==> config.mk <==
export PLATFORM = sky130hd
export DESIGN_NAME = sadc_ctrl
export DESIGN_NICKNAME = d
export VERILOG_FILES = /design/src/sadc_pkg.sv /design/src/sadc_ctrl.sv /design/src/sadc_sync.sv
export SDC_FILE = /design/constraint.sdc
export NUM_CORES = 1
export LEC_CHECK = 0
export BUFFER_PORTS_ARGS = -buffer_cell sky130_fd_sc_hd__buf_2
export CORE_MARGIN = 2
export CORE_UTILIZATION = 45
export CTS_CLUSTER_DIAMETER = 120
export DETAILED_ROUTE_END_ITERATION = 16
export PLACE_DENSITY_LB_ADDON = 0.15
export SETUP_SLACK_MARGIN = 0.4
export SYNTH_ARGS = -nofsm -noshare
export SYNTH_HDL_FRONTEND = slang
export SYNTH_SLANG_ARGS = --single-unit
==> constraint.sdc <==
create_clock -name clock -period 5 [get_ports clock]
set_input_delay 1 -clock clock [delete_from_list [all_inputs] [get_ports clock]]
set_output_delay 1 -clock clock [all_outputs]
set_load 0.03 [all_outputs]
==> src/sadc_pkg.sv <==
package sadc_pkg;
   localparam int unsigned RESULT_BITS       = 12;
   localparam int unsigned CONFIG_BITS       = 3;
   localparam int unsigned DRIVE_FALL_EDGE   = 4;
   localparam int unsigned CONVERT_CYCLES    = 12;
   localparam int unsigned CFG_SGL_POS       = 2;
   localparam int unsigned CFG_POL_POS       = 1;
   localparam int unsigned CFG_ORDER_POS     = 0;
   localparam logic [2:0]  CFG_RESET         = 3'h0;
   localparam logic [11:0] RESULT_RESET      = 12'h000;
   localparam logic [1:0]  SYNC_RESET        = 2'h3;

   typedef enum logic [2:0] {
      SADC_IDLE  = 3'b000,
      SADC_CFG   = 3'b001,
      SADC_NULL  = 3'b010,
      SADC_MSB   = 3'b011,
      SADC_LSB   = 3'b100,
      SADC_ZERO  = 3'b101
   } sadc_state_e;
endpackage

==> src/sadc_ctrl.sv <==
// Notes on behaviour
// - Skip leading zeros; first one starts.
// - Launch on falling, sample on rising clock.
// - Single/diff and polarity steer the multiplexer.
// - Single-ended versus ground, else channel difference.
// - Bit order one gives MSB first only.
// - After MSB-only data, zeros while selected.
// - Bit order zero: MSB first, then LSB.
// - One null bit before the result.
// - Unipolar conversion only.
// - Result code is straight binary.
// - Shared wire carries config in, result out.
// - Drive low on fourth fall after start.
// - Powered while select low, off when high.
// - Core powers down after conversion ends.
// - Clock and input ignored while deselected.
// - Sample opens before bit order, closes after.
// - Sample phase lasts one and half cycles.
// - Conversion takes twelve cycles, bit each.
// - Select high resets the serial sequencer.
`timescale 1ns/1ps
module sadc_ctrl
   import sadc_pkg::*;
(
   input  wire logic        clock,
   input  wire logic        reset,
   input  wire logic        select_shutdown_n,
   input  wire logic        shift_clock,
   input  wire logic        data_in,
   input  wire logic [11:0] comparator_code,
   output logic             data_out,
   output logic             data_out_en,
   output logic             core_power,
   output logic             serial_power,
   output logic             sample_window,
   output logic             mux_sel_channel_one,
   output logic             mux_differential,
   output logic             mux_neg_channel_one,
   output logic             conversion_done
);
   ////////////////////////////////////////////////////////////////////////////
   logic cs_n_s;
   logic sck_s;
   logic din_s;
   logic sck_d_ff;

   sadc_sync #(.RESET_VALUE(1'b1)) u_cs   (.clock(clock), .reset(reset), .async_in(select_shutdown_n), .sync_out(cs_n_s));
   sadc_sync #(.RESET_VALUE(1'b0)) u_sck  (.clock(clock), .reset(reset), .async_in(shift_clock), .sync_out(sck_s));
   sadc_sync #(.RESET_VALUE(1'b0)) u_din  (.clock(clock), .reset(reset), .async_in(data_in), .sync_out(din_s));

   // Data is sampled a few cycles after the pin edge; the bench clock keeps that well inside a half period.
   wire rise_w     = sck_s & ~sck_d_ff & ~cs_n_s;
   wire fall_w     = ~sck_s & sck_d_ff & ~cs_n_s;

   ////////////////////////////////////////////////////////////////////////////
   sadc_state_e state_ff,    nxt_state;
   logic [2:0]  cfg_ff,      nxt_cfg;
   logic [3:0]  cnt_ff,      nxt_cnt;
   logic [11:0] result_ff,   nxt_result;
   logic        dout_ff,     nxt_dout;
   logic        en_ff,       nxt_en;
   logic        core_ff,     nxt_core;
   logic        samp_ff,     nxt_samp;
   logic        done_ff,     nxt_done;
   logic [3:0]  conv_ff,     nxt_conv;

   wire order_msb_only = cfg_ff[CFG_ORDER_POS];
   wire cfg_last_w     = (cnt_ff == 4'(CONFIG_BITS - 1));
   wire res_last_w     = (cnt_ff == 4'(RESULT_BITS - 1));
   wire [11:0] code_w  = comparator_code;

   always_comb begin
      nxt_state  = state_ff;
      nxt_cfg    = cfg_ff;
      nxt_cnt    = cnt_ff;
      nxt_result = result_ff;
      nxt_dout   = dout_ff;
      nxt_en     = en_ff;
      nxt_core   = core_ff;
      nxt_samp   = samp_ff;
      nxt_done   = 1'b0;
      nxt_conv   = conv_ff;
      if (cs_n_s) begin
         nxt_state  = SADC_IDLE;
         nxt_cnt    = 4'h0;
         nxt_en     = 1'b0;
         nxt_dout   = 1'b0;
         nxt_core   = 1'b0;
         nxt_samp   = 1'b0;
         nxt_conv   = 4'h0;
      end else begin
         case (state_ff)
            SADC_IDLE: begin
               nxt_core = 1'b1;
               if (rise_w && din_s) begin
                  nxt_state = SADC_CFG;
                  nxt_cnt   = 4'h0;
               end
            end
            SADC_CFG: begin
               if (rise_w) begin
                  // Each bit lands in its own field, so the mux is already right when the window opens.
                  nxt_cfg[2'(CFG_SGL_POS) - cnt_ff[1:0]] = din_s;
                  nxt_cnt = cnt_ff + 4'h1;
                  if (cnt_ff == 4'(CFG_SGL_POS - 1)) begin
                     nxt_samp = 1'b1;
                  end
                  if (cfg_last_w) begin
                     nxt_state = SADC_NULL;
                     nxt_cnt   = 4'h0;
                  end
               end
            end
            SADC_NULL: begin
               // Falling edge after the last config bit is the fourth after start.
               if (fall_w) begin
                  nxt_samp  = 1'b0;
                  nxt_en    = 1'b1;
                  nxt_dout  = 1'b0;
                  nxt_state = SADC_MSB;
                  nxt_cnt   = 4'h0;
                  nxt_conv  = 4'h0;
               end
            end
            SADC_MSB: begin
               if (fall_w) begin
                  nxt_dout       = code_w[4'(RESULT_BITS - 1) - cnt_ff];
                  nxt_result     = code_w;
                  nxt_cnt        = cnt_ff + 4'h1;
                  nxt_conv       = cnt_ff + 4'h1;
                  if (res_last_w) begin
                     nxt_core  = 1'b0;
                     nxt_done  = 1'b1;
                     nxt_cnt   = 4'h1;
                     nxt_state = order_msb_only ? SADC_ZERO : SADC_LSB;
                  end
               end
            end
            SADC_LSB: begin
               if (fall_w) begin
                  nxt_dout = result_ff[cnt_ff];
                  nxt_cnt  = cnt_ff + 4'h1;
                  if (res_last_w) begin
                     nxt_state = SADC_ZERO;
                  end
               end
            end
            SADC_ZERO: begin
               if (fall_w) begin
                  nxt_dout = 1'b0;
               end
            end
            default: nxt_state = SADC_IDLE;
         endcase
      end
   end

   // The MSB-first LSB pass starts at bit 1: bit 0 was just sent and is shared.
   always_ff @(posedge clock) begin
      if (reset) begin
         state_ff  <= SADC_IDLE;
         sck_d_ff  <= 1'b0;
         cfg_ff    <= CFG_RESET;
         cnt_ff    <= 4'h0;
         result_ff <= RESULT_RESET;
         dout_ff   <= 1'b0;
         en_ff     <= 1'b0;
         core_ff   <= 1'b0;
         samp_ff   <= 1'b0;
         done_ff   <= 1'b0;
         conv_ff   <= 4'h0;
      end else begin
         state_ff  <= nxt_state;
         sck_d_ff  <= sck_s;
         cfg_ff    <= nxt_cfg;
         cnt_ff    <= nxt_cnt;
         result_ff <= nxt_result;
         dout_ff   <= nxt_dout;
         en_ff     <= nxt_en;
         core_ff   <= nxt_core;
         samp_ff   <= nxt_samp;
         done_ff   <= nxt_done;
         conv_ff   <= nxt_conv;
      end
   end

   ////////////////////////////////////////////////////////////////////////////
   assign data_out            = dout_ff;
   assign data_out_en         = en_ff;
   assign core_power          = core_ff;
   assign serial_power        = ~cs_n_s;
   assign sample_window       = samp_ff;
   assign conversion_done     = done_ff;
   assign mux_differential    = ~cfg_ff[CFG_SGL_POS];
   assign mux_sel_channel_one = cfg_ff[CFG_POL_POS];
   assign mux_neg_channel_one = ~cfg_ff[CFG_SGL_POS] & ~cfg_ff[CFG_POL_POS];

   ////////////////////////////////////////////////////////////////////////////
   property p_idle_quiet;
      @(posedge clock) disable iff (reset) cs_n_s |=> (!data_out_en && !core_power);
   endproperty
   idle_quiet_a: assert property (p_idle_quiet) else $error("outputs active while deselected");

   release_hold_a: assert property (@(posedge clock) disable iff (reset)
      (state_ff == SADC_CFG) |-> !data_out_en) else $error("driving during config");

   drive_low_a: assert property (@(posedge clock) disable iff (reset)
      $rose(data_out_en) |-> !data_out) else $error("first driven bit not low");

   zero_fill_a: assert property (@(posedge clock) disable iff (reset)
      (state_ff == SADC_ZERO) && $past(state_ff == SADC_ZERO) && $past(fall_w) |-> !data_out)
      else $error("non zero fill");

   core_off_a: assert property (@(posedge clock) disable iff (reset)
      done_ff |-> !core_power) else $error("core still powered");

   start_bit_a: assert property (@(posedge clock) disable iff (reset)
      (state_ff == SADC_IDLE) && rise_w && !din_s |=> (state_ff == SADC_IDLE)) else $error("zero taken as start");

   sample_close_a: assert property (@(posedge clock) disable iff (reset)
      $fell(sample_window) && !cs_n_s |-> data_out_en && (state_ff == SADC_MSB)) else $error("hold not at conversion start");

   conv_len_a: assert property (@(posedge clock) disable iff (reset)
      done_ff |-> (conv_ff == 4'(CONVERT_CYCLES))) else $error("conversion length wrong");

   mux_map_a: assert property (@(posedge clock) disable iff (reset)
      !mux_differential |-> !mux_neg_channel_one) else $error("ground reference lost");
endmodule

==> src/sadc_sync.sv <==
`timescale 1ns/1ps
module sadc_sync
   import sadc_pkg::*;
#(
   parameter logic RESET_VALUE = 1'b1
) (
   input  wire logic clock,
   input  wire logic reset,
   input  wire logic async_in,
   output logic      sync_out
);
   logic first_ff;

   // The first stage feeds only the second one, so metastability cannot spread.
   always_ff @(posedge clock) begin
      if (reset) begin
         first_ff <= RESET_VALUE;
         sync_out <= RESET_VALUE;
      end else begin
         first_ff <= async_in;
         sync_out <= first_ff;
      end
   end
endmodule

==> out/metrics.json <==
{
  "tns": {"value": 0, "unit": "ns"},
  "postRouteAntennaNets": {"value": 0},
  "synth.ff_latch_count": {"value": 34},
  "post-synth-top-count-cell": {"value": "sky130_fd_sc_hd__dfxtp_1"},
  "r2r-start": {"value": "cnt_ff[0]"},
  "path_max_fanout": {"value": 12},
  "top_cell_type_s_share_of_synthesized_area": {"value": 0.386},
  "max-cap-violations": {"value": 0},
  "clock_latency": {"value": 0.29, "unit": "ns"},
  "reg2regPathDepth": {"value": 7},
  "worst_slew_margin": {"value": 0.533},
  "power.density_cell_area": {"value": 254, "unit": "mW/mm^2"},
  "cts.sink_count": {"value": 34},
  "dieHeight": {"value": 66.6, "unit": "um"},
  "timing.reg2reg.setup_slack": {"value": 2.73, "unit": "ns"},
  "ys.flop_type": {"value": "sky130_fd_sc_hd__dfxtp_1"},
  "grt_use_total": {"value": 0.191},
  "synthCells": {"value": 201},
  "htree_levels": {"value": 2},
  "global_route_wire_length_before_repair": {"value": 6490, "unit": "um"},
  "yosys_warnings": {"value": 0},
  "holdCritStartpoint": {"value": "u_cs.first_ff"},
  "route.detailed.wl_per_inst": {"value": 14.0, "unit": "um"},
  "drc": {"value": 0},
  "ios": {"value": 26},
  "dieWidth": {"value": 66.6, "unit": "um"},
  "synthArstFlopShare": {"value": 0},
  "post_synth_instance_area": {"value": 0.00176, "unit": "sq mm"},
  "holdBufCountCts": {"value": 0},
  "whs_endpoint": {"value": "u_cs.sync_out"},
  "finalHoldViolations": {"value": 0},
  "run_status": {"value": "complete, no violations"},
  "ys_types": {"value": 45},
  "worst_hold_path_type": {"value": "reg2reg"},
  "count_of_tritonroute_iterations_in_the_first_routing_pass": {"value": 4},
  "timing.final.crit_share": {"value": 0.455},
  "ys_top_cells_by_area": {"value": "sky130_fd_sc_hd__dfxtp_1 (39%), sky130_fd_sc_hd__mux4_2 (6.4%), sky130_fd_sc_hd__a21oi_1 (5.7%)"},
  "port-buffer-count": {"value": 25},
  "detail_route.iter0.violations": {"value": 101},
  "post_layout_nonfiller_instances": {"value": 268},
  "element_type_at_the_critical_path_end": {"value": "register"},
  "cts_made_buffers": {"value": 5},
  "diode_count": {"value": 0},
  "fmax": {"value": 440, "unit": "MHz"},
  "largest_area_contributor_in_the_netlist": {"value": "sky130_fd_sc_hd__dfxtp_1"},
  "clkSlewWorstSetupHoldPaths": {"value": 0.07, "unit": "ns"},
  "yosys-top-cells-count": {"value": "sky130_fd_sc_hd__dfxtp_1 (34), sky130_fd_sc_hd__nand2_1 (23), sky130_fd_sc_hd__a21oi_1 (20), sky130_fd_sc_hd__o21ai_0 (19), sky130_fd_sc_hd__clkbuf_1 (11)"},
  "grt_overflow": {"value": 0},
  "gp_congestion": {"value": 0.953},
  "area_growth": {"value": 12.3, "unit": "%"},
  "syn_avg_cell_area": {"value": 8.78, "unit": "sq um"},
  "period_needed": {"value": 2.27, "unit": "ns"},
  "route.detailed.vias_per_inst": {"value": 5.59},
  "tightest_slew": {"value": 0.697, "unit": "ns"},
  "floorplan.core_area": {"value": 0.00372, "unit": "sq mm"},
  "first_global_vias": {"value": 1463},
  "reg2reg_to": {"value": "core_power"},
  "max-clock-path-buffers": {"value": 2},
  "grt_max_degree": {"value": 24},
  "pre_cts_slack": {"value": 2.74, "unit": "ns"},
  "synthesis.nets": {"value": 224},
  "power.ir.vdd_worst": {"value": 0.000151, "unit": "V"},
  "detailroute.via_count": {"value": 1499},
  "critical_path_class": {"value": "reg2reg"},
  "initial_utilization": {"value": 0.475},
  "final_critical_path_setup_slack": {"value": 2.73, "unit": "ns"},
  "fill_cells": {"value": 360},
  "unrepaired_setup_endpoints_after_global_routing": {"value": "false"},
  "die-area": {"value": 0.00444, "unit": "sq mm"},
  "cp_data_arrival_time": {"value": 2.44, "unit": "ns"},
  "critPathLaunchType": {"value": "register"},
  "worst_hold_path.num_cells": {"value": 1},
  "critPathRequiredTime": {"value": 5.17, "unit": "ns"},
  "num_rows": {"value": 22},
  "antenna_found_initial": {"value": 0},
  "final_net_count": {"value": 242},
  "hold_slack_final": {"value": 0.409, "unit": "ns"},
  "drive_gt1_frac": {"value": 0.209},
  "post-place-cells": {"value": 260},
  "setup_fix_buffers_added_after_clock_tree_synthesis": {"value": 0},
  "final.setup_skew": {"value": 0.00603, "unit": "ns"},
  "final-max-slew-violation-count": {"value": 0},
  "synth_sequential_area_ratio": {"value": 0.386},
  "place_hpwl": {"value": 2730, "unit": "um"},
  "drt-total-wl": {"value": 3760, "unit": "um"},
  "ctsRootBufferMaster": {"value": "sky130_fd_sc_hd__clkbuf_8"},
  "edff_count_synth": {"value": 0},
  "cts_tree": {"value": "built"},
  "setup_violations": {"value": 0},
  "ctsResizeCount": {"value": 0},
  "static-leakage-power": {"value": 0.688, "unit": "nW"}
}
-- state kept, by name, indices dropped and copies added, names as in the netlist --
| signal | count |
|---|---|
| u_din.first_ff | 1 |
| u_cs.first_ff | 1 |
| state_ff | 3 |
| sample_window | 1 |
| u_cs.sync_out | 1 |
| result_ff | 12 |
| conversion_done | 1 |
| u_sck.sync_out | 1 |
| data_out | 1 |
| u_sck.first_ff | 1 |
| cnt_ff | 4 |
| u_din.sync_out | 1 |
| sck_d_ff | 1 |
| cfg_ff | 3 |
| core_power | 1 |
| data_out_en | 1 |
-- metrics by stage --
stage	util	power (mW)	cell area (sq um)
floorplan	-	0.290	1760
global placement	0.508	0.299	1890
detailed placement	0.508	0.300	1890
CTS	0.533	0.510	1980
global route	0.533	0.523	1980
finish	0.533	0.503	1980
-- cell families after synthesis --
| family | after synthesis | share of synthesized area |
|---|---|---|
| flops | 34 | 0.386 |
| fa+ha+maj | 6 | 0.0426 |
| compound gates | 61 | 0.226 |
| simple gates | 69 | 0.210 |
| mux | 8 | 0.0809 |
| buf+inv | 23 | 0.0546 |
-- critical path, cell delays in order, from the launching register on --
cell                       delay (ns)
sky130_fd_sc_hd__dfxtp_1         0.50
sky130_fd_sc_hd__inv_1           0.24
sky130_fd_sc_hd__ha_1            0.24
sky130_fd_sc_hd__nand2_1         0.11
sky130_fd_sc_hd__o311ai_0        0.45
sky130_fd_sc_hd__o2111a_1        0.32
sky130_fd_sc_hd__nand3_1         0.10
sky130_fd_sc_hd__nor3b_1         0.18
-- layout by cell type (no fill, tap or decap), drive strengths merged, types with 2 or more instances in the layout --
master   synthesis  routed
a2111oi          2       2
a211oi           2       2
a21oi           20      20
a221oi           2       2
a31oi            4       4
buf              3      25
clkbuf          11       6
dfxtp           34      34
ha               6       6
inv              9       9
mux2i            3       3
mux4             5       5
nand2           23      23
nand2b           3       3
nand3            8       8
nor2             9       9
nor2b            8       8
nor3b            3       3
o21ai           19      19
o31a             3       3
or2              3       3
or3b             2       2
-- power by group --
part           internal (mW)  switching (mW)  leakage [nW]
Clock                  0.110          0.0984        0.0472
Combinational        0.00891         0.00980         0.366
Sequential             0.273         0.00157         0.275
Total                  0.393           0.110         0.688
-- layout make-up --
type,count,area (sq um),share of cell area
Multi-Input combinational cell,144,987,0.498
Inverter,9,33.8,0.0170
Clock buffer,6,82.6,0.0417
Clock inverter,2,12.5,0.00631
Timing Repair Buffer,25,125,0.0631
Tap cell,48,60.1,0.0303
Sequential cell,34,681,0.343
-- metal layers --
metal | vias to the layer above | part of all wire | global-route usage
met2 | 37 | 0.48 | 0.318
met4 | 0 | 0.023 | 0.0969
met1 | 698 | 0.46 | 0.235
met5 | - | 0 | 0
met3 | 10 | 0.043 | 0.0355
li1 | 754 | - | -
-- how the worst max path moves through the flow --
stage,cells after the start,to,slack (ns),startpoint
floorplan,4,data_out,3.04,comparator_code[4]
global placement,7,core_power,2.82,cnt_ff[0]
detailed placement,5,result_ff[3],2.74,state_ff[1]
CTS,5,result_ff[3],2.73,state_ff[1]
global route,7,core_power,2.47,cnt_ff[0]
finish,7,core_power,2.73,cnt_ff[0]
No activity file was read; power rests on OpenSTA's default activity.
